**src/design/cos_defs.svh**
```systemverilog
// Offsets, field positions, reset values and timing counts of the control output stage
`ifndef COS_DEFS_SVH
`define COS_DEFS_SVH
// ****************************************************************
// Register byte offsets
// ****************************************************************
`define COS_CTRL_OFS    12'h000
`define COS_CYCLE_OFS   12'h004
`define COS_HIGH_OFS    12'h008
`define COS_LOW_OFS     12'h00C
`define COS_SLEW_OFS    12'h010
`define COS_PRESET_OFS  12'h014
`define COS_STATUS_OFS  12'h018
// ****************************************************************
// Control and status register fields
// ****************************************************************
`define COS_CTRL_DIR    0
`define COS_CTRL_SCR    1
`define COS_CTRL_LAMP   2
`define COS_CTRL_BSEL   4
`define COS_CTRL_ROUTE  6
`define COS_STAT_PULSE  16
`define COS_STAT_FAULT  17
// ****************************************************************
// Reset values and ranges (MV in 0.1 % steps)
// ****************************************************************
`define COS_CTRL_RST    8'h10
`define COS_CYCLE_RST   8'h02
`define COS_HIGH_RST    12'sh3E8
`define COS_LOW_RST     12'sh000
`define COS_SLEW_RST    11'h000
`define COS_PRESET_RST  12'sh000
`define COS_MV_MIN      12'shFCE
`define COS_MV_MAX      12'sh41A
`define COS_MV_FULL     12'sh3E8
`define COS_SLEW_MAX    11'h3E8
`define COS_FRAC_ONE    11'h3E8
// ****************************************************************
// Timing
// ****************************************************************
`define COS_CLK_NS      10
`define COS_TICK_NS     1000000
`define COS_MS_PER_S    1000
`define COS_BLINK_MS    500
`endif

```
**src/design/cos_pkg.sv**
```systemverilog
// Types shared by the control output stage
package cos_pkg;
    typedef logic signed [11:0] cos_mv_t;
    typedef enum logic [1:0] {COS_BSEL_OFF, COS_BSEL_UP, COS_BSEL_DOWN} cos_bsel_t;
    typedef enum logic [1:0] {COS_ROUTE_OUT1, COS_ROUTE_OUT2, COS_ROUTE_EV1} cos_route_t;
endpackage

```
**src/design/cos_pwm.sv**
```systemverilog
// Time-proportioning generator for relay and SSR drive
`timescale 1ns/1ps
`include "cos_defs.svh"
module cos_pwm (
    // Clock and reset
    input  wire logic             clk,
    input  wire logic             rst_n,
    // Timing and setting
    input  wire logic             tick,
    input  wire logic [7:0]       period_s,
    input  wire cos_pkg::cos_mv_t duty,
    input  wire logic             pulse_mode,
    // Drive
    output logic                  pulse_reg
);
    import cos_pkg::*;

    logic [17:0] cnt_reg;
    logic [17:0] period_ms;
    logic [17:0] on_ms;
    logic [9:0]  duty_pos;

    // Duty is clipped to 0..100 %, so the on time never exceeds one period
    always_comb begin
        if (duty < 12'sh000) begin
            duty_pos = 10'h000;
        end else if (duty > `COS_MV_FULL) begin
            duty_pos = 10'h3E8;
        end else begin
            duty_pos = duty[9:0];
        end
        period_ms = 18'(period_s * 18'(`COS_MS_PER_S));
        on_ms     = 18'(duty_pos) * 18'(period_s); // Widened first so a full duty at long periods cannot wrap
    end

    // Millisecond counter over one whole on-plus-off period
    always_ff @(posedge clk or negedge rst_n) begin
        if (!rst_n) begin
            cnt_reg <= 18'h00000;
        end else if (tick) begin
            cnt_reg <= (cnt_reg >= period_ms - 18'h00001) ? 18'h00000 : cnt_reg + 18'h00001;
        end
    end

    // On for the leading duty fraction of the period; idle when not pulsing
    always_ff @(posedge clk or negedge rst_n) begin
        if (!rst_n) begin
            pulse_reg <= 1'b0;
        end else begin
            pulse_reg <= pulse_mode && (cnt_reg < on_ms);
        end
    end

    pwm_on_frac_a: assert property (@(posedge clk) disable iff (!rst_n)
        pulse_reg |-> $past(cnt_reg) < $past(on_ms))
        else $error("pulse on outside its on time");
    pwm_scr_idle_a: assert property (@(posedge clk) disable iff (!rst_n)
        !pulse_mode |=> !pulse_reg)
        else $error("pulse active while cycle period not applicable");
endmodule

```
**src/design/cos_top.sv**
```systemverilog
// Control output stage: direction, limits, slew, preset output, proportioning and lamp
// Summary of operation
// - Reverse action default; forward action mirrors drive about 50 percent.
// - Relay/SSR output on for MV fraction of each on-plus-off cycle period, default 2 s.
// - Cycle period used only for SSR or relay; SCR drive ignores it.
// - MV clamped to low..high limits within -5.0..105.0 percent, high above low.
// - Nonzero slew rate 0.1..100.0 percent per second limits MV movement; zero is off.
// - Stop, converter error or burn-out drive the preset value, -5.0..105.0 percent.
// - SSR lamp mode follows the pulse output; SCR mode blinks on its own.
// - Burn-out forces preset only when burn-out detection is up or down scale.
// - Drive routes to analog output 1, 2 or event relay; SCR only on analog.
`timescale 1ns/1ps
`include "cos_defs.svh"
module cos_top #(
    parameter int unsigned TICK_CYCLES = `COS_TICK_NS / `COS_CLK_NS
) (
    // Clock and reset
    input  wire logic             pclk,
    input  wire logic             presetn,
    // APB slave
    input  wire logic [11:0]      paddr,
    input  wire logic             psel,
    input  wire logic             penable,
    input  wire logic             pwrite,
    input  wire logic [31:0]      pwdata,
    output logic [31:0]           prdata,
    output logic                  pready,
    output logic                  pslverr,
    // Controller inputs
    input  wire cos_pkg::cos_mv_t manipulated_value,
    input  wire logic             ctl_stop,
    input  wire logic             adc_error,
    input  wire logic             sensor_burnout,
    // Actuator and lamp drives
    output logic                  out1_drive,
    output logic                  out2_drive,
    output logic                  ev1_drive,
    output cos_pkg::cos_mv_t      scr_level,
    output logic                  out_lamp
);
    import cos_pkg::*;

    localparam int TW = $clog2(TICK_CYCLES + 1);

    // ****************************************************************
    // Settings and state
    // ****************************************************************
    logic [7:0]  ctrl_reg;
    logic [7:0]  cycle_period;
    cos_mv_t     mv_high_limit;
    cos_mv_t     mv_low_limit;
    logic [10:0] mv_slew_rate;
    cos_mv_t     preset_output_value;
    cos_mv_t     mv_reg;
    logic [10:0] frac_reg;
    logic [TW-1:0] tick_cnt;
    logic        tick;
    logic [8:0]  blink_cnt;
    logic        blink_reg;
    logic        pulse;
    logic        fault;
    logic        scr_mode;
    logic        fwd;
    logic        lamp_scr;
    cos_bsel_t   burnout_select;
    cos_route_t  route;
    cos_mv_t     dir_mv;
    cos_mv_t     target;
    cos_mv_t     wval;
    logic [10:0] frac_sum;
    logic        wr_en;

    assign fwd            = ctrl_reg[`COS_CTRL_DIR];
    assign lamp_scr       = ctrl_reg[`COS_CTRL_LAMP];
    assign burnout_select = cos_bsel_t'(ctrl_reg[`COS_CTRL_BSEL +: 2]);
    assign route          = cos_route_t'(ctrl_reg[`COS_CTRL_ROUTE +: 2]);
    // Event relay is always pulse driven, whatever the heat type says
    assign scr_mode       = ctrl_reg[`COS_CTRL_SCR] && (route != COS_ROUTE_EV1);
    assign wval           = pwdata[11:0];
    assign wr_en          = psel && penable && pready && pwrite;

    // ****************************************************************
    // Millisecond tick and lamp blink
    // ****************************************************************
    always_ff @(posedge pclk or negedge presetn) begin
        if (!presetn) begin
            tick_cnt <= '0;
            tick     <= 1'b0;
        end else begin
            tick     <= (tick_cnt == TW'(TICK_CYCLES - 1));
            tick_cnt <= (tick_cnt == TW'(TICK_CYCLES - 1)) ? '0 : tick_cnt + 1'b1;
        end
    end

    // Blink timing is free running on the tick and is not restarted by the cycle period
    always_ff @(posedge pclk or negedge presetn) begin
        if (!presetn) begin
            blink_cnt <= 9'h000;
            blink_reg <= 1'b0;
        end else if (tick) begin
            if (blink_cnt == 9'(`COS_BLINK_MS - 1)) begin
                blink_cnt <= 9'h000;
                blink_reg <= !blink_reg;
            end else begin
                blink_cnt <= blink_cnt + 9'h001;
            end
        end
    end

    // ****************************************************************
    // Target MV: direction, then limits, emergency detection
    // ****************************************************************
    always_comb begin
        dir_mv = fwd ? cos_mv_t'(`COS_MV_FULL - manipulated_value) : manipulated_value;
        if (dir_mv > mv_high_limit) begin
            target = mv_high_limit;
        end else if (dir_mv < mv_low_limit) begin
            target = mv_low_limit;
        end else begin
            target = dir_mv;
        end
        fault    = ctl_stop || adc_error || (sensor_burnout && burnout_select != COS_BSEL_OFF);
        frac_sum = frac_reg + mv_slew_rate;
    end

    // Slew limiter: rate is in thousandths of a step per ms, so at most one step per tick
    always_ff @(posedge pclk or negedge presetn) begin
        if (!presetn) begin
            mv_reg   <= `COS_PRESET_RST;
            frac_reg <= 11'h000;
        end else if (fault) begin
            mv_reg   <= preset_output_value;
            frac_reg <= 11'h000;
        end else if (mv_slew_rate == 11'h000) begin
            mv_reg   <= target;
            frac_reg <= 11'h000;
        end else if (tick) begin
            if (mv_reg == target) begin
                frac_reg <= 11'h000;
            end else if (frac_sum >= `COS_FRAC_ONE) begin
                mv_reg   <= (target > mv_reg) ? mv_reg + 12'sh001 : mv_reg - 12'sh001;
                frac_reg <= frac_sum - `COS_FRAC_ONE;
            end else begin
                frac_reg <= frac_sum;
            end
        end
    end

    // ****************************************************************
    // Proportioning and output routing
    // ****************************************************************
    cos_pwm u_pwm (
        .clk        (pclk),
        .rst_n      (presetn),
        .tick       (tick),
        .period_s   (cycle_period),
        .duty       (mv_reg),
        .pulse_mode (!scr_mode),
        .pulse_reg  (pulse)
    );

    always_ff @(posedge pclk or negedge presetn) begin
        if (!presetn) begin
            out1_drive <= 1'b0;
            out2_drive <= 1'b0;
            ev1_drive  <= 1'b0;
            scr_level  <= 12'sh000;
            out_lamp   <= 1'b0;
        end else begin
            out1_drive <= pulse && (route == COS_ROUTE_OUT1);
            out2_drive <= pulse && (route == COS_ROUTE_OUT2);
            ev1_drive  <= pulse && (route == COS_ROUTE_EV1);
            scr_level  <= scr_mode ? mv_reg : 12'sh000;
            out_lamp   <= lamp_scr ? blink_reg : pulse;
        end
    end

    // ****************************************************************
    // APB registers; bad settings are dropped so limits stay ordered
    // ****************************************************************
    always_ff @(posedge pclk or negedge presetn) begin
        if (!presetn) begin
            ctrl_reg            <= `COS_CTRL_RST;
            cycle_period        <= `COS_CYCLE_RST;
            mv_high_limit       <= `COS_HIGH_RST;
            mv_low_limit        <= `COS_LOW_RST;
            mv_slew_rate        <= `COS_SLEW_RST;
            preset_output_value <= `COS_PRESET_RST;
        end else if (wr_en) begin
            unique case (paddr)
                `COS_CTRL_OFS: begin
                    if (pwdata[`COS_CTRL_BSEL +: 2] != 2'h3 && pwdata[`COS_CTRL_ROUTE +: 2] != 2'h3) begin
                        ctrl_reg <= pwdata[7:0];
                    end
                end
                `COS_CYCLE_OFS: begin
                    if (pwdata[7:0] != 8'h00) begin
                        cycle_period <= pwdata[7:0];
                    end
                end
                `COS_HIGH_OFS: begin
                    if (wval > mv_low_limit && wval <= `COS_MV_MAX) begin
                        mv_high_limit <= wval;
                    end
                end
                `COS_LOW_OFS: begin
                    if (wval >= `COS_MV_MIN && wval < mv_high_limit) begin
                        mv_low_limit <= wval;
                    end
                end
                `COS_SLEW_OFS: begin
                    if (pwdata[31:0] <= 32'(`COS_SLEW_MAX)) begin
                        mv_slew_rate <= pwdata[10:0];
                    end
                end
                `COS_PRESET_OFS: begin
                    if (wval >= `COS_MV_MIN && wval <= `COS_MV_MAX) begin
                        preset_output_value <= wval;
                    end
                end
                default: begin
                end
            endcase
        end
    end

    // Read data is fetched in the setup cycle so the access phase needs no wait
    always_ff @(posedge pclk or negedge presetn) begin
        if (!presetn) begin
            prdata  <= 32'h00000000;
            pready  <= 1'b0;
            pslverr <= 1'b0;
        end else begin
            pready  <= psel && !penable;
            pslverr <= 1'b0;
            prdata  <= 32'h00000000;
            if (psel && !penable) begin
                unique case (paddr)
                    `COS_CTRL_OFS:   prdata <= {24'h000000, ctrl_reg};
                    `COS_CYCLE_OFS:  prdata <= {24'h000000, cycle_period};
                    `COS_HIGH_OFS:   prdata <= {20'h00000, mv_high_limit};
                    `COS_LOW_OFS:    prdata <= {20'h00000, mv_low_limit};
                    `COS_SLEW_OFS:   prdata <= {21'h000000, mv_slew_rate};
                    `COS_PRESET_OFS: prdata <= {20'h00000, preset_output_value};
                    `COS_STATUS_OFS: prdata <= {14'h0000, fault, pulse, 4'h0, mv_reg};
                    default:         pslverr <= 1'b1;
                endcase
            end
        end
    end

    // ****************************************************************
    // Checks
    // ****************************************************************
    dir_mirror_a: assert property (@(posedge pclk) disable iff (!presetn)
        !fault && mv_slew_rate == 11'h000 && fwd && manipulated_value == 12'sh12C
        && mv_low_limit <= 12'sh2BC && mv_high_limit >= 12'sh2BC
        |=> mv_reg == 12'sh2BC)
        else $error("forward action did not mirror the drive");
    limit_order_a: assert property (@(posedge pclk) disable iff (!presetn)
        mv_low_limit < mv_high_limit && mv_low_limit >= `COS_MV_MIN && mv_high_limit <= `COS_MV_MAX)
        else $error("output limits out of order or range");
    clamp_hold_a: assert property (@(posedge pclk) disable iff (!presetn)
        !fault && mv_slew_rate == 11'h000 && $stable(mv_low_limit) && $stable(mv_high_limit)
        |=> mv_reg <= $past(mv_high_limit) && mv_reg >= $past(mv_low_limit))
        else $error("MV outside its limits");
    slew_step_a: assert property (@(posedge pclk) disable iff (!presetn)
        !fault && mv_slew_rate != 11'h000 && !$past(fault)
        |-> (mv_reg - $past(mv_reg) <= 12'sh001) && ($past(mv_reg) - mv_reg <= 12'sh001))
        else $error("MV moved faster than the slew limit");
    slew_tick_a: assert property (@(posedge pclk) disable iff (!presetn)
        !tick && !fault && mv_slew_rate != 11'h000 && $stable(mv_slew_rate) |=> $stable(mv_reg))
        else $error("slew-limited MV moved without a tick");
    preset_force_a: assert property (@(posedge pclk) disable iff (!presetn)
        ctl_stop ##1 ctl_stop |-> mv_reg == $past(preset_output_value))
        else $error("stop did not force the preset output");
    burnout_off_a: assert property (@(posedge pclk) disable iff (!presetn)
        sensor_burnout && burnout_select == COS_BSEL_OFF && !ctl_stop && !adc_error && mv_slew_rate == 11'h000
        |=> mv_reg == $past(target))
        else $error("burn-out forced preset with detection off");
    lamp_follow_a: assert property (@(posedge pclk) disable iff (!presetn)
        !lamp_scr |=> out_lamp == $past(pulse))
        else $error("lamp does not follow the pulse output");
    tick_space_a: assert property (@(posedge pclk) disable iff (!presetn)
        tick |=> !tick)
        else $error("millisecond tick repeated back to back");
endmodule

```
**config.mk**
```make
export PLATFORM = sky130hd
export DESIGN_NAME = cos_top
export DESIGN_NICKNAME = d
export VERILOG_FILES = /design/src/design/cos_pkg.sv /design/src/design/cos_pwm.sv /design/src/design/cos_top.sv
export VERILOG_INCLUDE_DIRS = /design/src /design/src/design
export SDC_FILE = /design/constraint.sdc
export NUM_CORES = 1
export LEC_CHECK = 0
export BUFFER_PORTS_ARGS = -buffer_cell sky130_fd_sc_hd__buf_2
export CAP_MARGIN = 10
export CORE_MARGIN = 4
export CORE_UTILIZATION = 55
export DETAILED_ROUTE_END_ITERATION = 16
export PLACE_DENSITY = 0.75
export SYNTH_ARGS = -nofsm -noshare
export SYNTH_HDL_FRONTEND = slang
export SYNTH_SLANG_ARGS = --single-unit
```
**constraint.sdc**
```tcl
create_clock -name pclk -period 6.95 [get_ports pclk]
set_clock_uncertainty 0.1 [all_clocks]
set_input_delay 1.7375 -clock pclk [delete_from_list [all_inputs] [get_ports pclk]]
set_output_delay 1.7375 -clock pclk [all_outputs]
set_load 0.05 [all_outputs]
```
; ---- Word-level counts from Yosys, hierarchy flattened
; Index checks and enable logic that the tools add are counted.
[totals]
word_cells = 121
regBits = 183
output_inout_bits = 50
[op_classes]
add_sub_neg = 9
eq_ne = 15
mul = 2
muxes = 25
magnitude_cmp = 13
n_reduce_logical = 35
[op_table]
columns = cell, count
row1 = 18-bit case mux with 7 select lines, 1
row2 = 12-bit 2-to-1 mux, 10
row3 = 11-bit 2-to-1 mux, 5
row4 = "12-bit by 5-bit == test with 1-bit output, second input constant", 3
row5 = 12-bit > comparator, 3
row6 = 18-bit 2-to-1 mux, 2
row7 = "32-bit by 10-bit less-or-equal comparator with 1-bit output, second input constant", 1
row8 = "12-bit by 4-bit == test with 1-bit output, second input constant", 2
row9 = 12-bit less-than comparator, 2
row10 = 3-bit AND reduction, 7
row11 = 10-bit 2-to-1 mux, 2
row12 = "18-bit by 1-bit adder with 18-bit output, second input constant", 1
row13 = 18-bit greater-or-equal comparator, 1
row14 = 18-bit less-than comparator, 1
row15 = 10-bit by 8-bit multiplier with 18-bit output, 1
row16 = "18-bit by 1-bit subtractor with 18-bit output, second input constant", 1
row17 = "17-bit by 1-bit adder with 17-bit output, second input constant", 1
row18 = "17-bit == test, second input constant", 1
row19 = 17-bit 2-to-1 mux, 1
row20 = "8-bit by 7-bit multiplier with 15-bit output, second input constant", 1
row21 = 1-bit logical AND, 14
row22 = "12-bit by 2-bit adder with 12-bit output, second input constant", 1
row23 = 12-bit == test, 1
row24 = "12-bit by 3-bit == test with 1-bit output, second input constant", 1
row25 = 27 further kinds, 35

; ---- Logic depth before layout (Yosys ltp)
; Gate-level depths: netlist (run 1).
[depth]
word_depth = 12
depth_mapped = 32
mapped_depth_nobuf = 31

; ---- Hierarchy
; From an unflattened synthesis (run 1), not the netlist that was laid out.
[unflattened]
hier_cells = 1747
area_unflattened_um2 = 15661.3
[by_module_without_submodules]
columns = mod, n_inst, area_per_inst_um2, cells_per_inst
row1 = cos_top, 1, 9843.2, 1079
row2 = cos_pwm, 1, 5818.1, 668

; ---- Worst setup path before layout (run 1)
; No wires, ideal clock.
[synth_path]
path_type = input -> register
from = input port manipulated_value[1]
to = register mv_reg[10]
setup_ns = 0.095
cell_stages = 31
arrival_time_ns = 7.542
path_slack_ns = -0.787
required_ns = 6.755
path_cell_list = or3_1 > a21oi_1 > nor2_1 > o21ai_0 > xnor2_1 > ha_1 > nand4_1 > o21ai_0 > o32ai_1 > a21oi_1 > buf_2 > mux2_2 > nand2_1 > o21ai_0 > ha_1 > a21o_1 > a21o_1 > a21oi_1 > nor2_1 > o311a_1 > inv_1 > ha_1 > and3_1 > a2111o_1 > a21o_1 > a21oi_1 > o21ai_0 > xnor2_1 > o21ai_0 > a21oi_1 > o31ai_1
[synth_via]
elab_chain_cells = 12
[synth_rtl]
columns = item, line
row1 = "start, declared", cos_top.sv:30  ; input wire cos_pkg::cos_mv_t manipulated_value,
row2 = 11-bit by 12-bit subtractor with 12-bit output (no line), --
row3 = 12-bit 2-to-1 mux (*), cos_top.sv:114  ; dir_mv = fwd ? cos_mv_t'(`COS_MV_FULL - manipulated_value) : manipulated_value;
row4 = 12-bit less-than comparator, cos_top.sv:117  ; end else if (dir_mv < mv_low_limit) begin
row5 = 12-bit 2-to-1 mux, cos_top.sv:117
row6 = 12-bit 2-to-1 mux (*), cos_top.sv:115  ; if (dir_mv > mv_high_limit) begin
row7 = 12-bit > comparator, cos_top.sv:141  ; mv_reg <= (target > mv_reg) ? mv_reg + 12'sh001 : mv_reg - 12'sh001;
row8 = 12-bit 2-to-1 mux, cos_top.sv:141
row9 = 12-bit 2-to-1 mux, cos_top.sv:140  ; end else if (frac_sum >= `COS_FRAC_ONE) begin
row10 = 12-bit 2-to-1 mux, cos_top.sv:138  ; if (mv_reg == target) begin
row11 = 12-bit 2-to-1 mux, cos_top.sv:137  ; end else if (tick) begin
row12 = 12-bit 2-to-1 mux, cos_top.sv:134  ; end else if (mv_slew_rate == 11'h000) begin
row13 = 12-bit 2-to-1 mux, cos_top.sv:131  ; end else if (fault) begin
row14 = "end signal, assigned", cos_top.sv:132  ; mv_reg <= preset_output_value;
row15 = "end signal, assigned", cos_top.sv:135  ; mv_reg <= target;
row16 = "end signal, assigned", cos_top.sv:141
row17 = "end, declared", cos_top.sv:54  ; cos_mv_t mv_reg;
; Mark *: on every way between the ends. The rest lies on a longest branch, timed or not. The select of a mux whose other input is x is not followed.
; A chain may end at the register's enable or synchronous reset.

; ---- Worst setup path after layout (run 1)
[layout_path]
from = input port manipulated_value[1]
to = register mv_reg[11]
; The elaborated chain is that of the path after synthesis.

==> results_dict.tcl, run 1 <==
set metrics [dict create \
    status "finished, violations left" \
    failed_checks "negative setup slack" \
    synth_seq_cells 165 \
    grt_pass1_wl_mm 67.7 \
    critPathLaunchType "input pin" \
    grt_setup_unrepaired "true" \
    irDropWorstVdd_mv 0.187 \
    grt-ovfl-total 0 \
    hold_ws_ns 0.373 \
    timing.rr.start "mv_reg[1]" \
    cellPowerDensity_mw_per_mm2 151 \
    clockRootBuffer "clkbuf_16" \
    max_stage_delay_ns 0.42 \
    syn2layout_area_growth_pct 18.2 \
    hold_path_class "reg -> reg" \
    ys.flop_type "dfrtp_1" \
    ios 114 \
    layout_commonest_cell "ha_1" \
    cts_tree "yes" \
    worstMarginPinSlew_ns 1.20 \
    cts.path.max_buffers 2 \
    n_antenna_cell 0 \
    rows 60 \
    syn_area_mm2 0.0152 \
    dr.first_iter.drc_count 1177 \
    worst_path_max_delay_cell "o311a_4" \
    ys_top_cells_by_area "dfrtp_1, ha_1, fa_1" \
    grt_max_degree 94 \
    grt_pass1_vias 12921 \
    critPathCaptureType "flip-flop" \
    rr_worst_depth 25 \
    crit_fanout 7 \
    final.min_clock_period_ns 7.12 \
    die-area_mm2 0.0303 \
    finalWorstSetupSlack_ns -0.170 \
    clk_pin_slew_ns 0.07 \
    clock_sinks 165 \
    via_count 13183 \
    chipHeight_um 174 \
    relSlewSlack_pct 20.1 \
    final_util_pct 66.3 \
    post-route-period-util_pct 102 \
    holdPathEnd "blink_reg" \
    post-dp-hpwl_mm 32.4 \
    drt-wirelength-per-cell_um 19.8 \
    hold_viol_final 0 \
    die_w_um 174 \
    worstHoldStart "blink_reg" \
    reg2reg_to "u_pwm.pulse_reg" \
    p_leak_nw 8.73 \
    fp.coreArea_mm2 0.0270 \
    portBuffers 95 \
    final_nets 2133 \
    cp_num_buf_inv 4 \
    cp_top_family "compound AO/OA/AOI/OAI gates" \
    yosysTopAreaCell "dfrtp_1" \
    drt_pre_antenna_iters 9 \
    synth_edf_count 0 \
    arrival_ns 7.37 \
    crit_required_ns 7.20 \
    insertion_delay_ns 0.44 \
    finalSetupViolCount 3 \
    timing.final.max_slew_violations 0 \
    wirelength_mm 42.8 \
    start_util_pct 56.1 \
    track_usage_pct 27.8 \
    cts_inserted_buffers 17 \
    path_class "in -> reg" \
    antenna_found_initial 0 \
    drc_errors 0 \
    final_cell_mix "ha_1, inv_1, dfrtp_1" \
    fmax_ghz 0.140 \
    cts-htree-levels 4 \
    r2r_setup_slack_ns 0.14 \
    ys_warn_count 0 \
    async_flop_share_pct 100 \
    syn_inst 1620 \
    antenna_left 0 \
    synth-seq-area-share_pct 27.3 \
    yosysUniqueCellTypes 74 \
    layout-drive-gt1-share_pct 22.5 \
    hold_depth 1 \
    cap_violations 0 \
    gp_congestion 1.01 \
    holdBufCountCts 0 \
    fillers 2134 \
    cpMostUsedCell "buf_6" \
    viasPerCell 6.10 \
    largest_register_ffs 18 \
    synth_top_cell_area_share_pct 25.9 \
    syn_area_per_cell_um2 9.35 \
]
-- layout make-up --
cell class,count,area (um^2),area share [%]
clock inverter,13,211,1.18
inverter,164,623,3.48
timing repair buffer,213,1410,7.88
clock buffer,19,443,2.47
sequential,165,4140,23.1
multi-input combinational,1246,10700,59.5
tap,341,427,2.38
-- kinds of logic (layout without fill, tap and decap cells) --
kind of cell	count (synthesis)	after routing	share of synthesized area, %
xor gates and xnor gates	106	106	6.13
AOI/OAI and AO/OA	282	282	12.4
buffers and inverters	226	409	6.16
and+or+nand+nor	486	486	15.6
adders and majority gates	262	262	25.2
DFF	165	165	27.3
muxes	92	92	7.18
other	1	18	0.0247
-- power by group --
part,total [mW],leakage [nW],switching (mW),internal [mW]
Combinational,0.662,6.23,0.362,0.300
Sequential,0.974,2.18,0.00462,0.969
Clock,1.06,0.320,0.437,0.626
Total,2.70,8.73,0.804,1.89
-- synth_stat cells, types with 10 or more instances --
master and n:
or3_1 14, nor3_1 67, nor4_1 25, dfrtp_1 157, and3_1 12, mux2i_1 31
and2_1 19, buf_4 19, nor2b_1 15, a21oi_1 61, fa_1 72, xnor2_1 62
clkbuf_1 35, xor2_1 44, o31ai_1 10, o21ai_0 76, nand3_1 38, inv_1 158
a22o_1 12, nor2_1 120, ha_1 190, nand4_1 26, nand2b_1 11, a211oi_1 15
mux2_2 52, a31oi_1 11, o21a_1 15, nand2_1 116, a21o_1 23
-- timing repair --
action	CTS	global route
cloned	1	0
gates resized for setup	29	63
setup buffers	10	3
setup endpoints to repair	7	23
pin swaps	36	40
-- layer usage --
metal / vias up / part of all wire [%] / global-route usage [%]
li1: 6030 / - / -
met1: 6481 / 41 / 37.8
met2: 568 / 46 / 43.9
met3: 104 / 9.1 / 7.22
met4: 0 / 3.1 / 8.61
met5: - / 0 / 0
-- stage by stage --
stage          power (mW)  area (um^2)  cells  setup TNS [ns]  setup WS, ns
3_3_place_gp         1.55        16800   2116           -3.66        -0.591
5_1_grt              2.81        17900   2161           -2.06        -0.445
4_1_cts              2.65        17600   2158          -0.290        -0.112
6_report             2.70        17900   2161          -0.409        -0.170
2_1_floorplan        1.35        15400   1637          -0.521        -0.231
3_5_place_dp         1.56        16800   2116           -4.62        -0.709
-- worst max-delay path by stage --
stage,start,endpoint,slack (ns),cells past startpoint
after global placement,manipulated_value[0],mv_reg[10],-0.59,30
after floorplan,manipulated_value[0],mv_reg[10],-0.23,31
after CTS,manipulated_value[1],mv_reg[10],-0.11,29
after detailed placement,manipulated_value[0],mv_reg[10],-0.71,30
final,manipulated_value[1],mv_reg[11],-0.17,31
after global routing,manipulated_value[1],mv_reg[8],-0.45,30
Note: power is estimated with default switching activity, not from simulation.
==> run 2, diff against run 1 <==
BUFFER_PORTS_ARGS = -buffer_cell sky130_fd_sc_hd__buf_4   (was -buffer_cell sky130_fd_sc_hd__buf_2)
==> results_dict.tcl, run 2 (synthesis results as in run 1) <==
set metrics [dict create \
    seqCellArea_mm2 0.00414 \
    largest_register_ffs 18 \
    hold_viol_final 0 \
    insertion_delay_ns 0.44 \
    layout_commonest_cell "buf_4" \
    antenna_left 0 \
    final_cell_mix "buf_4, ha_1, inv_1, dfrtp_1, nor2_1" \
    hold_path_class "reg -> reg" \
    worstMarginPinSlew_ns 1.18 \
    cap_violations 0 \
    drt-wirelength-per-cell_um 19.6 \
    drc_errors 0 \
    ios 114 \
    via_count 13052 \
    fillers 2115 \
    max_stage_delay_ns 0.41 \
    post-route-period-util_pct 103 \
    cts.path.max_buffers 2 \
    fp.coreArea_mm2 0.0270 \
    die-area_mm2 0.0303 \
    failed_checks "negative setup slack" \
    antenna_found_initial 1 \
    arrival_ns 7.39 \
    crit_fanout 7 \
    cts-htree-levels 4 \
    multi_input_area_mm2 0.0105 \
    grt-ovfl-total 0 \
    cts_tree "yes" \
    finalWorstSetupSlack_ns -0.188 \
    wirelength_mm 42.5 \
    rr_worst_depth 26 \
    crit_required_ns 7.20 \
    chipHeight_um 174 \
    path_class "in -> reg" \
    cp.depth 31 \
    portBuffers 95 \
    final.min_clock_period_ns 7.14 \
    clock_sinks 165 \
    dr.first_iter.drc_count 1094 \
    finalSetupViolCount 4 \
    dpl.cell_count 2120 \
    hold_depth 1 \
    cts_inserted_buffers 17 \
    viasPerCell 6.01 \
    timing.final.max_slew_violations 0 \
    irDropWorstVdd_mv 0.176 \
    cp_top_family "compound AO/OA/AOI/OAI gates" \
    clockRootBuffer "clkbuf_16" \
    worst_path_max_delay_cell "a2111o_1" \
    gp_congestion 1.03 \
    critPathLaunchType "input pin" \
    final_nets 2142 \
    stdcell_count 2171 \
    cp_num_buf_inv 6 \
    rows 60 \
    die_w_um 174 \
    clk_pin_slew_ns 0.07 \
    grt_pass1_wl_mm 68.5 \
    final_util_pct 66.4 \
    p_leak_nw 8.75 \
    start_util_pct 56.1 \
    status "finished, violations left" \
    cellPowerDensity_mw_per_mm2 142 \
    hold_ws_ns 0.361 \
    fmax_ghz 0.140 \
    relSlewSlack_pct 21.6 \
    grt_pass1_vias 13052 \
    grt_max_degree 82 \
    grt_setup_unrepaired "true" \
    layout-drive-gt1-share_pct 21.7 \
    drt_pre_antenna_iters 5 \
    post-dp-hpwl_mm 32.8 \
    track_usage_pct 28.1 \
    syn2layout_area_growth_pct 18.4 \
    critPathCaptureType "flip-flop" \
]
==> run 2: path summary, 6_finish.rpt <==
check                                     startpoint              end  slack [ns]
worst min register to register           ctrl_reg[6]       out1_drive        0.36
worst min-delay path                     ctrl_reg[6]       out1_drive        0.36
worst max-delay path            manipulated_value[1]       mv_reg[10]       -0.19
min in group asynchronous                    presetn     scr_level[8]        1.10
worst max register to register            mv_reg[10]  u_pwm.pulse_reg        0.16
max in group asynchronous                    presetn        prdata[3]        4.31
==> run 2: per-stage QoR <==
stage          power [mW]  setup WS (ns)  setup TNS [ns]  area, um^2
3_5_place_dp         1.58         -0.718           -4.29       17000
4_1_cts              2.52         -0.134          -0.255       17800
6_report             2.55         -0.188          -0.468       17900
3_3_place_gp         1.56         -0.555           -3.07       17000
2_1_floorplan        1.35         -0.231          -0.521       15400
5_1_grt              2.66         -0.461           -2.47       17900
==> run 2: power by group <==
group	switching (mW)	total (mW)	internal (mW)
Clock	0.442	0.911	0.468
Combinational	0.351	0.666	0.316
Sequential	0.00615	0.975	0.969
Total	0.799	2.55	1.75
==> run 2: repair_timing <==
action	4_1_cts	5_1_grt
endpoints found under the setup margin	6	23
hold buffers	0	0
setup buffers	10	7
cloned	1	0
resized for setup	34	28
pin swaps	24	8
==> run 2: cell type report <==
class                           count  area share [%]
Clock inverter                     14           0.669
Clock buffer                       18            2.39
Tap cell                          341            2.38
Antenna cell                        1          0.0139
Sequential cell                   165            23.1
Multi-Input combinational cell   1246            58.6
Timing Repair Buffer              222            9.46
Inverter                          164            3.46
==> run 2: layer usage <==
layer	wire length, um	share of wire [%]	vias up	global-route usage [%]
met2	19500	46	544	43.9
met4	939	2.2	0	7.49
li1	-	-	6062	-
met5	0	0	-	0
met3	3870	9.1	65	6.05
met1	18200	43	6381	40.1
==> run 2: worst reg2reg max path, cell delays in order, from the launching register on <==
cell and delay, ns:
dfrtp_1 0.59, inv_1 0.12, nand2_1 0.31, nor2_2 0.11, nand2_1 0.18, buf_4 0.16
nor2_1 0.05, fa_1 0.41, fa_1 0.55, inv_1 0.05, fa_1 0.46, fa_1 0.54
inv_1 0.04, ha_1 0.28, inv_1 0.06, o21bai_1 0.24, a31oi_1 0.17, o21ai_0 0.30
o211ai_1 0.19, o21ba_2 0.22, o21bai_1 0.14, xnor2_1 0.20, ha_1 0.31, a21o_1 0.18
a211oi_1 0.22, o21ai_0 0.11, a21oi_1 0.33
==> run 3, diff against run 2 <==
clock period = 7.51 ns   (was 6.95 ns; I/O delays follow)
==> results_dict.tcl, run 3 (synthesis results as in run 1) <==
set metrics [dict create \
    rows 60 \
    p_switching_uw 731 \
    p_leak_nw 8.63 \
    grt_pass1_wl_mm 67.3 \
    viasPerCell 6.11 \
    arrival_ns 7.63 \
    antenna_left 0 \
    hold_depth 1 \
    dpl_worst_slack_ns -0.886 \
    crit_fanout 8 \
    start_util_pct 56.1 \
    cts_tree "yes" \
    gp_congestion 0.971 \
    post-route-period-util_pct 98.3 \
    cellPowerDensity_mw_per_mm2 134 \
    grt-ovfl-total 0 \
    via_count 13137 \
    path_class "in -> reg" \
    comb_power_share_pct 24.3 \
    hold_viol_final 0 \
    cts.path.max_buffers 2 \
    portBuffers 95 \
    rr_worst_depth 24 \
    syn2layout_area_growth_pct 17.3 \
    fillers 2126 \
    final_cell_mix "buf_4, ha_1, inv_1, dfrtp_1, nor2_1" \
    critPathCaptureType "flip-flop" \
    critPathLaunchType "input pin" \
    cts_inserted_buffers 17 \
    holdPathEnd "tick_cnt[4]" \
    wirelength_mm 42.5 \
    power.internal_mw 1.66 \
    n_antenna_cell 0 \
    clock_sinks 165 \
    status "finished, final reports clean" \
    cts-htree-levels 4 \
    worst_path_max_delay_cell "or3_4" \
    stdcell_count 2149 \
    grt_max_degree 69 \
    drt_pre_antenna_iters 5 \
    cap_violations 0 \
    dpl.cell_count 2106 \
    max_stage_delay_ns 0.40 \
    p_sw_share_pct 30.6 \
    antenna_found_initial 0 \
    cp-startpoint "manipulated_value[2]" \
    final_util_pct 65.8 \
    fp.coreArea_mm2 0.0270 \
    seqPwrFrac_pct 37.8 \
    drt-wirelength-per-cell_um 19.8 \
    holdBufCountCts 0 \
    largest_register_ffs 18 \
    worstMarginPinSlew_ns 1.08 \
    die-area_mm2 0.0303 \
    r2r_setup_slack_ns 0.46 \
    finalSetupViolCount 0 \
    grt_pass1_vias 12837 \
    chipHeight_um 174 \
    hold_ws_ns 0.368 \
    finalWorstSetupSlack_ns 0.128 \
    placed_area_mm2 0.0168 \
    hold_path_class "reg -> reg" \
    timing.rr.start "mv_reg[3]" \
    irDropWorstVdd_mv 0.139 \
    crit_required_ns 7.76 \
    clk_pin_slew_ns 0.07 \
    fmax_ghz 0.135 \
    pwr-share-clk_pct 38.0 \
    post-dp-hpwl_mm 32.5 \
    drc_errors 0 \
    layout-drive-gt1-share_pct 20.1 \
    power_mw 2.39 \
    insertion_delay_ns 0.44 \
    cpMostUsedCell "ha_1" \
    dr.first_iter.drc_count 1200 \
    design_area_mm2 0.0178 \
    relSlewSlack_pct 27.6 \
    grt_setup_unrepaired "true" \
    timing.final.max_slew_violations 0 \
    ios 114 \
    final_nets 2121 \
    layout_commonest_cell "buf_4" \
    track_usage_pct 27.6 \
    finalSetupTns_ns 0 \
    die_w_um 174 \
    reg2reg_to "u_pwm.pulse_reg" \
    clockRootBuffer "clkbuf_16" \
    final.min_clock_period_ns 7.38 \
    worstHoldStart "tick_cnt[4]" \
]
-- run 3: changes by cell type in the layout (fill, tap and decap cells not counted), moves of 4 or more --
cell and delta:
ha_4 -4, xnor2_2 -6, o21ai_0 +6, buf_4 -23, xnor2_1 +6, ha_1 +5
-- run 3: power by group through the flow --
stage	clock network (mW)	logic, mW	registers, mW
after floorplan	0	0.287	0.934
after global placement	0	0.500	0.919
after detailed placement	0	0.511	0.920
after CTS	0.913	0.537	0.903
after global routing	0.953	0.631	0.904
final	0.908	0.580	0.903
-- run 3: cell type report --
cell class / count / area, um^2 / share of cell area [%]
repair buffers: 200 / 1530 / 8.59
clock inverters: 15 / 174 / 0.978
multi-input cells: 1247 / 10500 / 58.9
flip-flops and latches: 165 / 4140 / 23.3
clock buffers: 17 / 425 / 2.39
well taps: 341 / 427 / 2.40
inverters: 164 / 623 / 3.50
-- run 3: repair_timing --
| action | CTS | global route |
|---|---|---|
| setup buffers | 6 | 4 |
| gates resized for setup | 18 | 53 |
| endpoints found under the setup margin | 6 | 8 |
| gates cloned | 1 | 0 |
| pin swaps | 7 | 42 |
-- run 3: per-layer routing --
metal | share of wire [%] | GRT usage, % | routed length [um]
met3 | 11 | 7.61 | 4620
met4 | 3.0 | 8.05 | 1270
met2 | 45 | 43.3 | 19300
met1 | 41 | 37.8 | 17300
met5 | 0 | 0 | 0
-- run 3: worst max-delay path, delay by kind of cell --
kind | cells | cell delay, ns
xor+xnor | 2 | 0.43
buf+inv | 4 | 0.51
mux | 1 | 0.28
fa+ha+maj | 3 | 0.81
simple gates | 4 | 0.88
compound gates | 16 | 2.84
-- run 3: worst max path at each step --
stage                 end  slack [ns]
2_1_floorplan  mv_reg[10]        0.01
4_1_cts        mv_reg[10]     -0.0004
6_report       mv_reg[11]        0.13
3_5_place_dp   mv_reg[10]       -0.89
5_1_grt         mv_reg[8]       -0.11
3_3_place_gp   mv_reg[10]       -0.71
